===== config.mk =====
export PLATFORM = sky130hd
export DESIGN_NAME = scd_config
export DESIGN_NICKNAME = d
export VERILOG_FILES = /design/src/shared/scd_pkg.sv /design/src/hdl/scd_axis_ref.sv /design/src/hdl/scd_config.sv
export SDC_FILE = /design/constraint.sdc
export NUM_CORES = 1
export LEC_CHECK = 0
export BUFFER_PORTS_ARGS = -buffer_cell sky130_fd_sc_hd__buf_2
export CAP_MARGIN = 20
export CORE_MARGIN = 5
export CORE_UTILIZATION = 45
export DETAILED_ROUTE_END_ITERATION = 12
export HOLD_SLACK_MARGIN = 0.03
export PLACE_DENSITY_LB_ADDON = 0.25
export REMOVE_ABC_BUFFERS = 1
export SKIP_LAST_GASP = 1
export SYNTH_ARGS = -nofsm -noshare
export SYNTH_HDL_FRONTEND = slang
export SYNTH_HIERARCHICAL = 1
export SYNTH_SLANG_ARGS = --single-unit

===== constraint.sdc =====
create_clock -name clk -period 4 [get_ports clk]
set_clock_uncertainty 0.15 [all_clocks]
set_input_delay 0.4 -clock clk [delete_from_list [all_inputs] [get_ports clk]]
set_output_delay 0.4 -clock clk [all_outputs]
set_load 0.01 [all_outputs]

===== src/shared/scd_pkg.sv =====
// Constants for the sample change detector configuration and references.
package scd_pkg;

	// ==========================================================
	// Register addresses
	localparam logic [7:0] ADDR_AXIS_CFG = 8'h2F;
	localparam logic [7:0] ADDR_CTRL     = 8'h30;

	// ==========================================================
	// Axis configuration register fields
	localparam int AXIS_X_OUT = 5;
	localparam int AXIS_Y_OUT = 4;
	localparam int AXIS_Z_OUT = 3;
	localparam int AXIS_X_IN  = 2;
	localparam int AXIS_Y_IN  = 1;
	localparam int AXIS_Z_IN  = 0;
	localparam logic [7:0] AXIS_CFG_RST = 8'h00;

	// ==========================================================
	// Control register fields
	localparam int CTRL_EN      = 7;
	localparam int CTRL_MODE_HI = 6;
	localparam int CTRL_MODE_LO = 5;
	localparam int CTRL_OUT_DBM = 4;
	localparam int CTRL_IN_DBM  = 3;
	localparam int CTRL_IN_LOG  = 2;
	localparam int CTRL_INMODE  = 1;
	localparam int CTRL_UPD_REQ = 0;
	localparam logic [7:0] CTRL_RST_STRAP_LOW  = 8'h00;
	localparam logic [7:0] CTRL_RST_STRAP_HIGH = 8'hD8;

	// ==========================================================
	// Reference update modes
	localparam logic [1:0] UPDM_ON_EVENT = 2'h0;
	localparam logic [1:0] UPDM_HOLD     = 2'h1;
	localparam logic [1:0] UPDM_SLOPE    = 2'h2;
	localparam logic [1:0] UPDM_ABSOLUTE = 2'h3;

	// ==========================================================
	// Widths and reference tracking states
	localparam int SAMPLE_W = 12;
	localparam int AXES     = 3;
	localparam logic [7:0] RDATA_UNMAPPED = 8'h00;

	typedef enum logic [1:0] {
		SCD_REF_OFF,
		SCD_REF_FIRST,
		SCD_REF_RUN
	} scd_ref_state_t;

endpackage

===== src/hdl/scd_axis_ref.sv =====
// One axis reference value register with load and clear.
`timescale 1ns/100ps

module scd_axis_ref
	import scd_pkg::*;
#(
	parameter int W = SAMPLE_W
)(
	input  wire logic         clk,
	input  wire logic         rstn,
	input  wire logic         load,
	input  wire logic         clear,
	input  wire logic [W-1:0] value,
	output logic      [W-1:0] ref_val
);

	// ==========================================================
	// Reference register
	logic [W-1:0] ref_r;
	logic [W-1:0] ref_nxt;

	always_comb begin
		ref_nxt = ref_r;
		if (clear) begin
			ref_nxt = '0;
		end else if (load) begin
			ref_nxt = value;
		end
	end

	always_ff @(posedge clk) begin
		if (!rstn) begin
			ref_r <= '0;
		end else begin
			ref_r <= ref_nxt;
		end
	end

	assign ref_val = ref_r;

endmodule


===== src/hdl/scd_config.sv =====
// Sample change detector configuration registers and reference handling.
//
// Notes on behaviour
// - Axis config bits 4 and 3 include Y and Z in the outside-window test.
// - Axis config bits 2, 1 and 0 include X, Y, Z in the inside-window test.
// - Control bit 7 low disables the detector with clocks and power off.
// - Control resets to zero on a low strap, to 8'hD8 on a high strap.
// - Setting enable initialises the three 12-bit references per the mode.
// - Mode 00b loads the first sample, then reloads on each event flag rise.
// - Mode 01b holds the first sample until re-enable or an update request.
// - Mode 10b overwrites the references with each sample after evaluation.
// - Mode 11b keeps all three references at zero.
// - Control: mode 6:5, debounces 4 and 3, logic 2, input 1, request 0.
// - Axis config bit 5 includes X in the outside-window test.
// - The request bit clears itself after the reload, within one sample.
`timescale 1ns/100ps

module scd_config
	import scd_pkg::*;
(
	input  wire logic                clk,
	input  wire logic                rstn,
	input  wire logic                boot_strap_pin,
	input  wire logic [7:0]          reg_addr,
	input  wire logic [7:0]          reg_wdata,
	input  wire logic                reg_wr,
	input  wire logic                reg_rd,
	output logic      [7:0]          reg_rdata,
	input  wire logic                sample_valid,
	input  wire logic [SAMPLE_W-1:0] sample_x,
	input  wire logic [SAMPLE_W-1:0] sample_y,
	input  wire logic [SAMPLE_W-1:0] sample_z,
	input  wire logic                outside_event_flag,
	output logic                     det_clock_en,
	output logic                     det_power_en,
	output logic                     eval_strobe,
	output logic      [2:0]          outside_axis_mask,
	output logic      [2:0]          inside_axis_mask,
	output logic      [1:0]          reference_update_mode,
	output logic                     outside_debounce_mode,
	output logic                     inside_debounce_mode,
	output logic                     inside_logic_select,
	output logic                     input_mode,
	output logic      [SAMPLE_W-1:0] ref_x,
	output logic      [SAMPLE_W-1:0] ref_y,
	output logic      [SAMPLE_W-1:0] ref_z
);

	// ==========================================================
	// Strap synchroniser
	logic strap_s1_r;
	logic strap_s2_r;

	// The strap is static; it is sampled only through the second stage.
	always_ff @(posedge clk) begin
		strap_s1_r <= boot_strap_pin;
		strap_s2_r <= strap_s1_r;
	end

	// ==========================================================
	// Registers
	logic [7:0] axis_cfg_r;
	logic [7:0] axis_cfg_nxt;
	logic [7:0] ctrl_r;
	logic [7:0] ctrl_nxt;
	logic [7:0] rdata_r;
	logic [7:0] rdata_nxt;
	logic       upd_done;
	logic       wr_axis;
	logic       wr_ctrl;

	assign wr_axis = reg_wr && (reg_addr == ADDR_AXIS_CFG);
	assign wr_ctrl = reg_wr && (reg_addr == ADDR_CTRL);

	always_comb begin
		axis_cfg_nxt = axis_cfg_r;
		ctrl_nxt     = ctrl_r;
		rdata_nxt    = rdata_r;
		if (wr_axis) begin
			axis_cfg_nxt = reg_wdata;
		end
		if (wr_ctrl) begin
			ctrl_nxt = reg_wdata;
		end
		// A request written in the completing cycle survives.
		if (upd_done && !(wr_ctrl && reg_wdata[CTRL_UPD_REQ])) begin
			ctrl_nxt[CTRL_UPD_REQ] = 1'b0;
		end
		if (reg_rd) begin
			if (reg_addr == ADDR_AXIS_CFG) begin
				rdata_nxt = axis_cfg_r;
			end else if (reg_addr == ADDR_CTRL) begin
				rdata_nxt = ctrl_r;
			end else begin
				rdata_nxt = RDATA_UNMAPPED;
			end
		end
	end

	always_ff @(posedge clk) begin
		if (!rstn) begin
			axis_cfg_r <= AXIS_CFG_RST;
			ctrl_r     <= strap_s2_r ? CTRL_RST_STRAP_HIGH
			                         : CTRL_RST_STRAP_LOW;
			rdata_r    <= RDATA_UNMAPPED;
		end else begin
			axis_cfg_r <= axis_cfg_nxt;
			ctrl_r     <= ctrl_nxt;
			rdata_r    <= rdata_nxt;
		end
	end

	// ==========================================================
	// Field outputs
	logic       en;
	logic [1:0] mode;
	logic       req;

	assign en   = ctrl_r[CTRL_EN];
	assign mode = ctrl_r[CTRL_MODE_HI:CTRL_MODE_LO];
	assign req  = ctrl_r[CTRL_UPD_REQ];

	assign reg_rdata             = rdata_r;
	assign det_clock_en          = en;
	assign det_power_en          = en;
	assign outside_axis_mask     = axis_cfg_r[AXIS_X_OUT:AXIS_Z_OUT];
	assign inside_axis_mask      = axis_cfg_r[AXIS_X_IN:AXIS_Z_IN];
	assign reference_update_mode = mode;
	assign outside_debounce_mode = ctrl_r[CTRL_OUT_DBM];
	assign inside_debounce_mode  = ctrl_r[CTRL_IN_DBM];
	assign inside_logic_select   = ctrl_r[CTRL_IN_LOG];
	assign input_mode            = ctrl_r[CTRL_INMODE];

	// ==========================================================
	// Reference tracking
	scd_ref_state_t state_r;
	scd_ref_state_t state_nxt;
	logic [SAMPLE_W-1:0] last_r   [AXES];
	logic [SAMPLE_W-1:0] last_nxt [AXES];
	logic [SAMPLE_W-1:0] samp     [AXES];
	logic [SAMPLE_W-1:0] refv     [AXES];
	logic                flag_prev_r;
	logic                flag_rise;
	logic                ref_load;
	logic                ref_clear;
	logic                use_last;

	assign samp[0]   = sample_x;
	assign samp[1]   = sample_y;
	assign samp[2]   = sample_z;
	assign flag_rise = outside_event_flag && !flag_prev_r;
	// Evaluation runs only once references are valid.
	assign eval_strobe = sample_valid && en
	                     && (state_r == SCD_REF_RUN);

	always_comb begin
		state_nxt = state_r;
		ref_load  = 1'b0;
		ref_clear = 1'b0;
		use_last  = 1'b0;
		upd_done  = 1'b0;
		for (int i = 0; i < AXES; i++) begin
			last_nxt[i] = sample_valid ? samp[i] : last_r[i];
		end
		case (state_r)
			SCD_REF_OFF: begin
				if (en) begin
					state_nxt = SCD_REF_FIRST;
				end
			end
			SCD_REF_FIRST: begin
				if (!en) begin
					state_nxt = SCD_REF_OFF;
				end else if (mode == UPDM_ABSOLUTE) begin
					ref_clear = 1'b1;
					state_nxt = SCD_REF_RUN;
				end else if (sample_valid) begin
					ref_load  = 1'b1;
					upd_done  = req;
					state_nxt = SCD_REF_RUN;
				end
			end
			SCD_REF_RUN: begin
				if (!en) begin
					state_nxt = SCD_REF_OFF;
				end else if (mode == UPDM_ABSOLUTE) begin
					ref_clear = 1'b1;
					upd_done  = sample_valid && req;
				end else if (sample_valid
				             && (req || mode == UPDM_SLOPE)) begin
					ref_load = 1'b1;
					upd_done = req;
				end else if (mode == UPDM_ON_EVENT && flag_rise) begin
					ref_load = 1'b1;
					use_last = 1'b1;
				end
			end
			default: begin
				state_nxt = SCD_REF_OFF;
			end
		endcase
	end

	always_ff @(posedge clk) begin
		if (!rstn) begin
			state_r     <= SCD_REF_OFF;
			flag_prev_r <= 1'b0;
			for (int i = 0; i < AXES; i++) begin
				last_r[i] <= '0;
			end
		end else begin
			state_r     <= state_nxt;
			flag_prev_r <= outside_event_flag;
			for (int i = 0; i < AXES; i++) begin
				last_r[i] <= last_nxt[i];
			end
		end
	end

	for (genvar g = 0; g < AXES; g++) begin : g_axis
		scd_axis_ref #(
			.W (SAMPLE_W)
		) u_ref (
			.clk     (clk),
			.rstn    (rstn),
			.load    (ref_load),
			.clear   (ref_clear),
			.value   (use_last ? last_r[g] : samp[g]),
			.ref_val (refv[g])
		);
	end

	assign ref_x = refv[0];
	assign ref_y = refv[1];
	assign ref_z = refv[2];
endmodule


==> impl_metrics.yaml <==
grt:
  grt_pass1_wl_mm: 16.6
  grt_max_degree: 42
  grt_usage: 0.163
  antenna_found_initial: 0
  grt_overflow: 0
  grt_pass1_vias: 3440
worst_setup_path:
  critPathCaptureType: "register"
  worstSetupPathType: "reg2reg"
  path_max_fanout: 27
  start_kind: "register"
  arrival_ps: 2800
  cp_data_required_time_ps: 4060
timing:
  maxSlewHeadroom: 0.504
  hold_viol_final: 0
  worstMarginPinSlew_ps: 742
  slew_viol_final: 0
  final.setup.tns_ps: 0
  timing.final.crit_share: 0.684
  min_period_ps: 2730
  max_freq_ghz: 0.366
  worst_slack_ps: 1270
  rsz0062_at_grt: "false"
  finalSetupViolations: 0
drt:
  wirelength_mm: 9.78
  vias: 3283
  drt-pass1-iter-count: 4
  ant_nets: 0
  wl_per_cell_um: 14.7
  drc_errors: 0
  drt-initial-drc-count: 173
  vias_per_cell: 4.94
power_and_ir_drop:
  irDropWorstVdd_mv: 0.183
  total_leakage_power_nw: 2.50
  cellPowerDensity_nw_per_um2: 362
  p_total_mw: 1.93
clocking:
  cts_buffers: 9
  cts_sinks: 101
  clk-insertion-delay-late_ps: 350
  clk_path_buf_depth: 2
  ctsResizeCount: 0
  ctsHoldBuffers: 1
  cts.clk_slew.worst_paths_ps: 100
  cts_root_buf: "clkbuf_8"
  cts_tree: "yes"
  post_cts_buffers: 0
  htreeDepth: 3
die:
  initial_core_util: 0.465
  core_area_sq_um: 9860
  rows: 36
  ioPinCount: 118
  die_area_sq_um: 12300
  die_h_um: 111
  die_width_um: 111
synth:
  synth_area_leaders: "dfxtp_1, mux2i_1, mux2_4"
  synth_seq_cells: 101
  syn_avg_cell_area_sq_um: 10.8
  netlist_area_sq_um: 4590
  yosysTopAreaCellShare: 0.406
  yosys.area.top_type: "dfxtp_1"
  synth_warnings: 6
  syn_inst: 424
  synth-seq-area-share: 0.458
  synth_cell_types: 37
final_layout:
  fillers: 891
  drive_gt1_frac: 0.337
  syn2layout_area_growth_pct: 16.5
  diodes: 0
  fin_nets: 588
  final_cell_area_sq_um: 5340
flow_run:
  cap_violations: 0
placed_design:
  preCtsSetupSlack_ps: 1050
  dpl.hpwl_mm: 6.89
  io_buffer_count: 117
  place.gp.congestion: 0.757
  placed_area_sq_um: 5160
status:
  outcome: "finished, final reports clean"
min_path:
  min_path_type: "in2reg"
==> state kept, by name, indices dropped and copies added (netlist names) <==
signal	flops
reg_rdata	8
axis_cfg_r	8
state_r	2
strap_s2_r	1
ctrl_r	8
flag_prev_r	1
strap_s1_r	1
last_r	36
g_axis.u_ref/ref_val	36
==> cell usage after synthesis, drive strengths merged <==
| master | n |
|---|---|
| a21boi | 1 |
| a21oi | 3 |
| a22oi | 1 |
| a31oi | 1 |
| a32oi | 7 |
| and2 | 1 |
| and3 | 1 |
| buf | 21 |
| clkbuf | 11 |
| dfxtp | 93 |
| edfxtp | 8 |
| ha | 3 |
| inv | 7 |
| mux2 | 36 |
| mux2i | 80 |
| nand2 | 33 |
| nand2b | 5 |
| nand3 | 3 |
| nand3b | 2 |
| nand4 | 1 |
| nor2 | 43 |
| nor2b | 38 |
| nor3 | 3 |
| nor3b | 1 |
| nor4b | 1 |
| o21ai | 15 |
| o221a | 1 |
| o221ai | 1 |
| or3b | 2 |
| or4 | 1 |
==> critical path, cell delays in order, from the launching register on <==
cell	delay, ps
edfxtp_1	450
or3b_1	380
or4_2	800
buf_12	280
mux2_4	310
mux2i_1	150
nor2_1	60
==> kinds of logic (layout without fill, tap and decap cells) <==
group | after synthesis | after routing | share of synthesized area
AO/OA/AOI/OAI | 30 | 30 | 0.0420
adder cells (fa/ha/maj) | 3 | 3 | 0.00819
buffers and inverters | 39 | 146 | 0.0576
flip-flops | 101 | 101 | 0.458
multiplexers | 116 | 116 | 0.288
AND/OR/NAND/NOR | 135 | 135 | 0.146
==> routing by layer <==
layer / routed length [um] / GRT usage / share of wire / vias up
li1: - / - / - / 1648
met4: 57 / 0.0320 / 0.0058 / 0
met5: 0 / 0 / 0 / -
met1: 4310 / 0.186 / 0.44 / 1529
met2: 4700 / 0.288 / 0.48 / 97
met3: 721 / 0.0650 / 0.074 / 9
==> worst paths after layout <==
kind | start | endpoint | slack (ps) | cells after the start
max reg2reg | ctrl_r[5]$_SDFFCE_PN0P_ | g_axis[0].u_ref/ref_val[5]$_SDFFE_PP0P_ | 1270 | 6
max | ctrl_r[5]$_SDFFCE_PN0P_ | g_axis[0].u_ref/ref_val[5]$_SDFFE_PP0P_ | 1270 | 6
min | outside_event_flag | flag_prev_r$_SDFF_PN0_ | 110 | 2
min reg2reg | strap_s1_r$_DFF_P_ | strap_s2_r$_DFF_P_ | 190 | 0
==> through the flow <==
stage                     hold WS [ps]  utilization  std cells
after floorplan                    160            -        392
after global placement             163        0.521        646
after detailed placement           169        0.523        647
after CTS                         89.7        0.542        664
after global routing              88.0        0.542        664
final                              107        0.542        664
==> cell type report <==
type	count	area (sq um)	share of cell area
clock buffer	11	141	0.0265
clock inverter	5	35.0	0.00656
inverter	7	26.3	0.00492
multi-input combinational	284	2230	0.417
sequential	101	2100	0.393
tap	133	166	0.0311
timing repair buffer	123	646	0.121
==> power breakdown <==
group,switching [mW],internal (mW)
clock network,0.338,0.244
registers,0.0265,1.07
logic,0.130,0.128
==> placed cells by master (no fill, tap or decap), types with 4 or more instances in the layout <==
master	Yosys	final
mux2_2	6	6
mux2_4	30	30
clkbuf_8	0	10
nor2b_1	38	38
buf_2	4	117
inv_1	7	7
edfxtp_1	8	8
dfxtp_1	93	93
a32oi_1	7	7
buf_4	9	4
nor2_1	43	43
nand2_1	33	33
o21ai_0	14	14
nand2b_1	5	5
mux2i_1	80	80
Note: power is estimated with default switching activity, not from simulation.
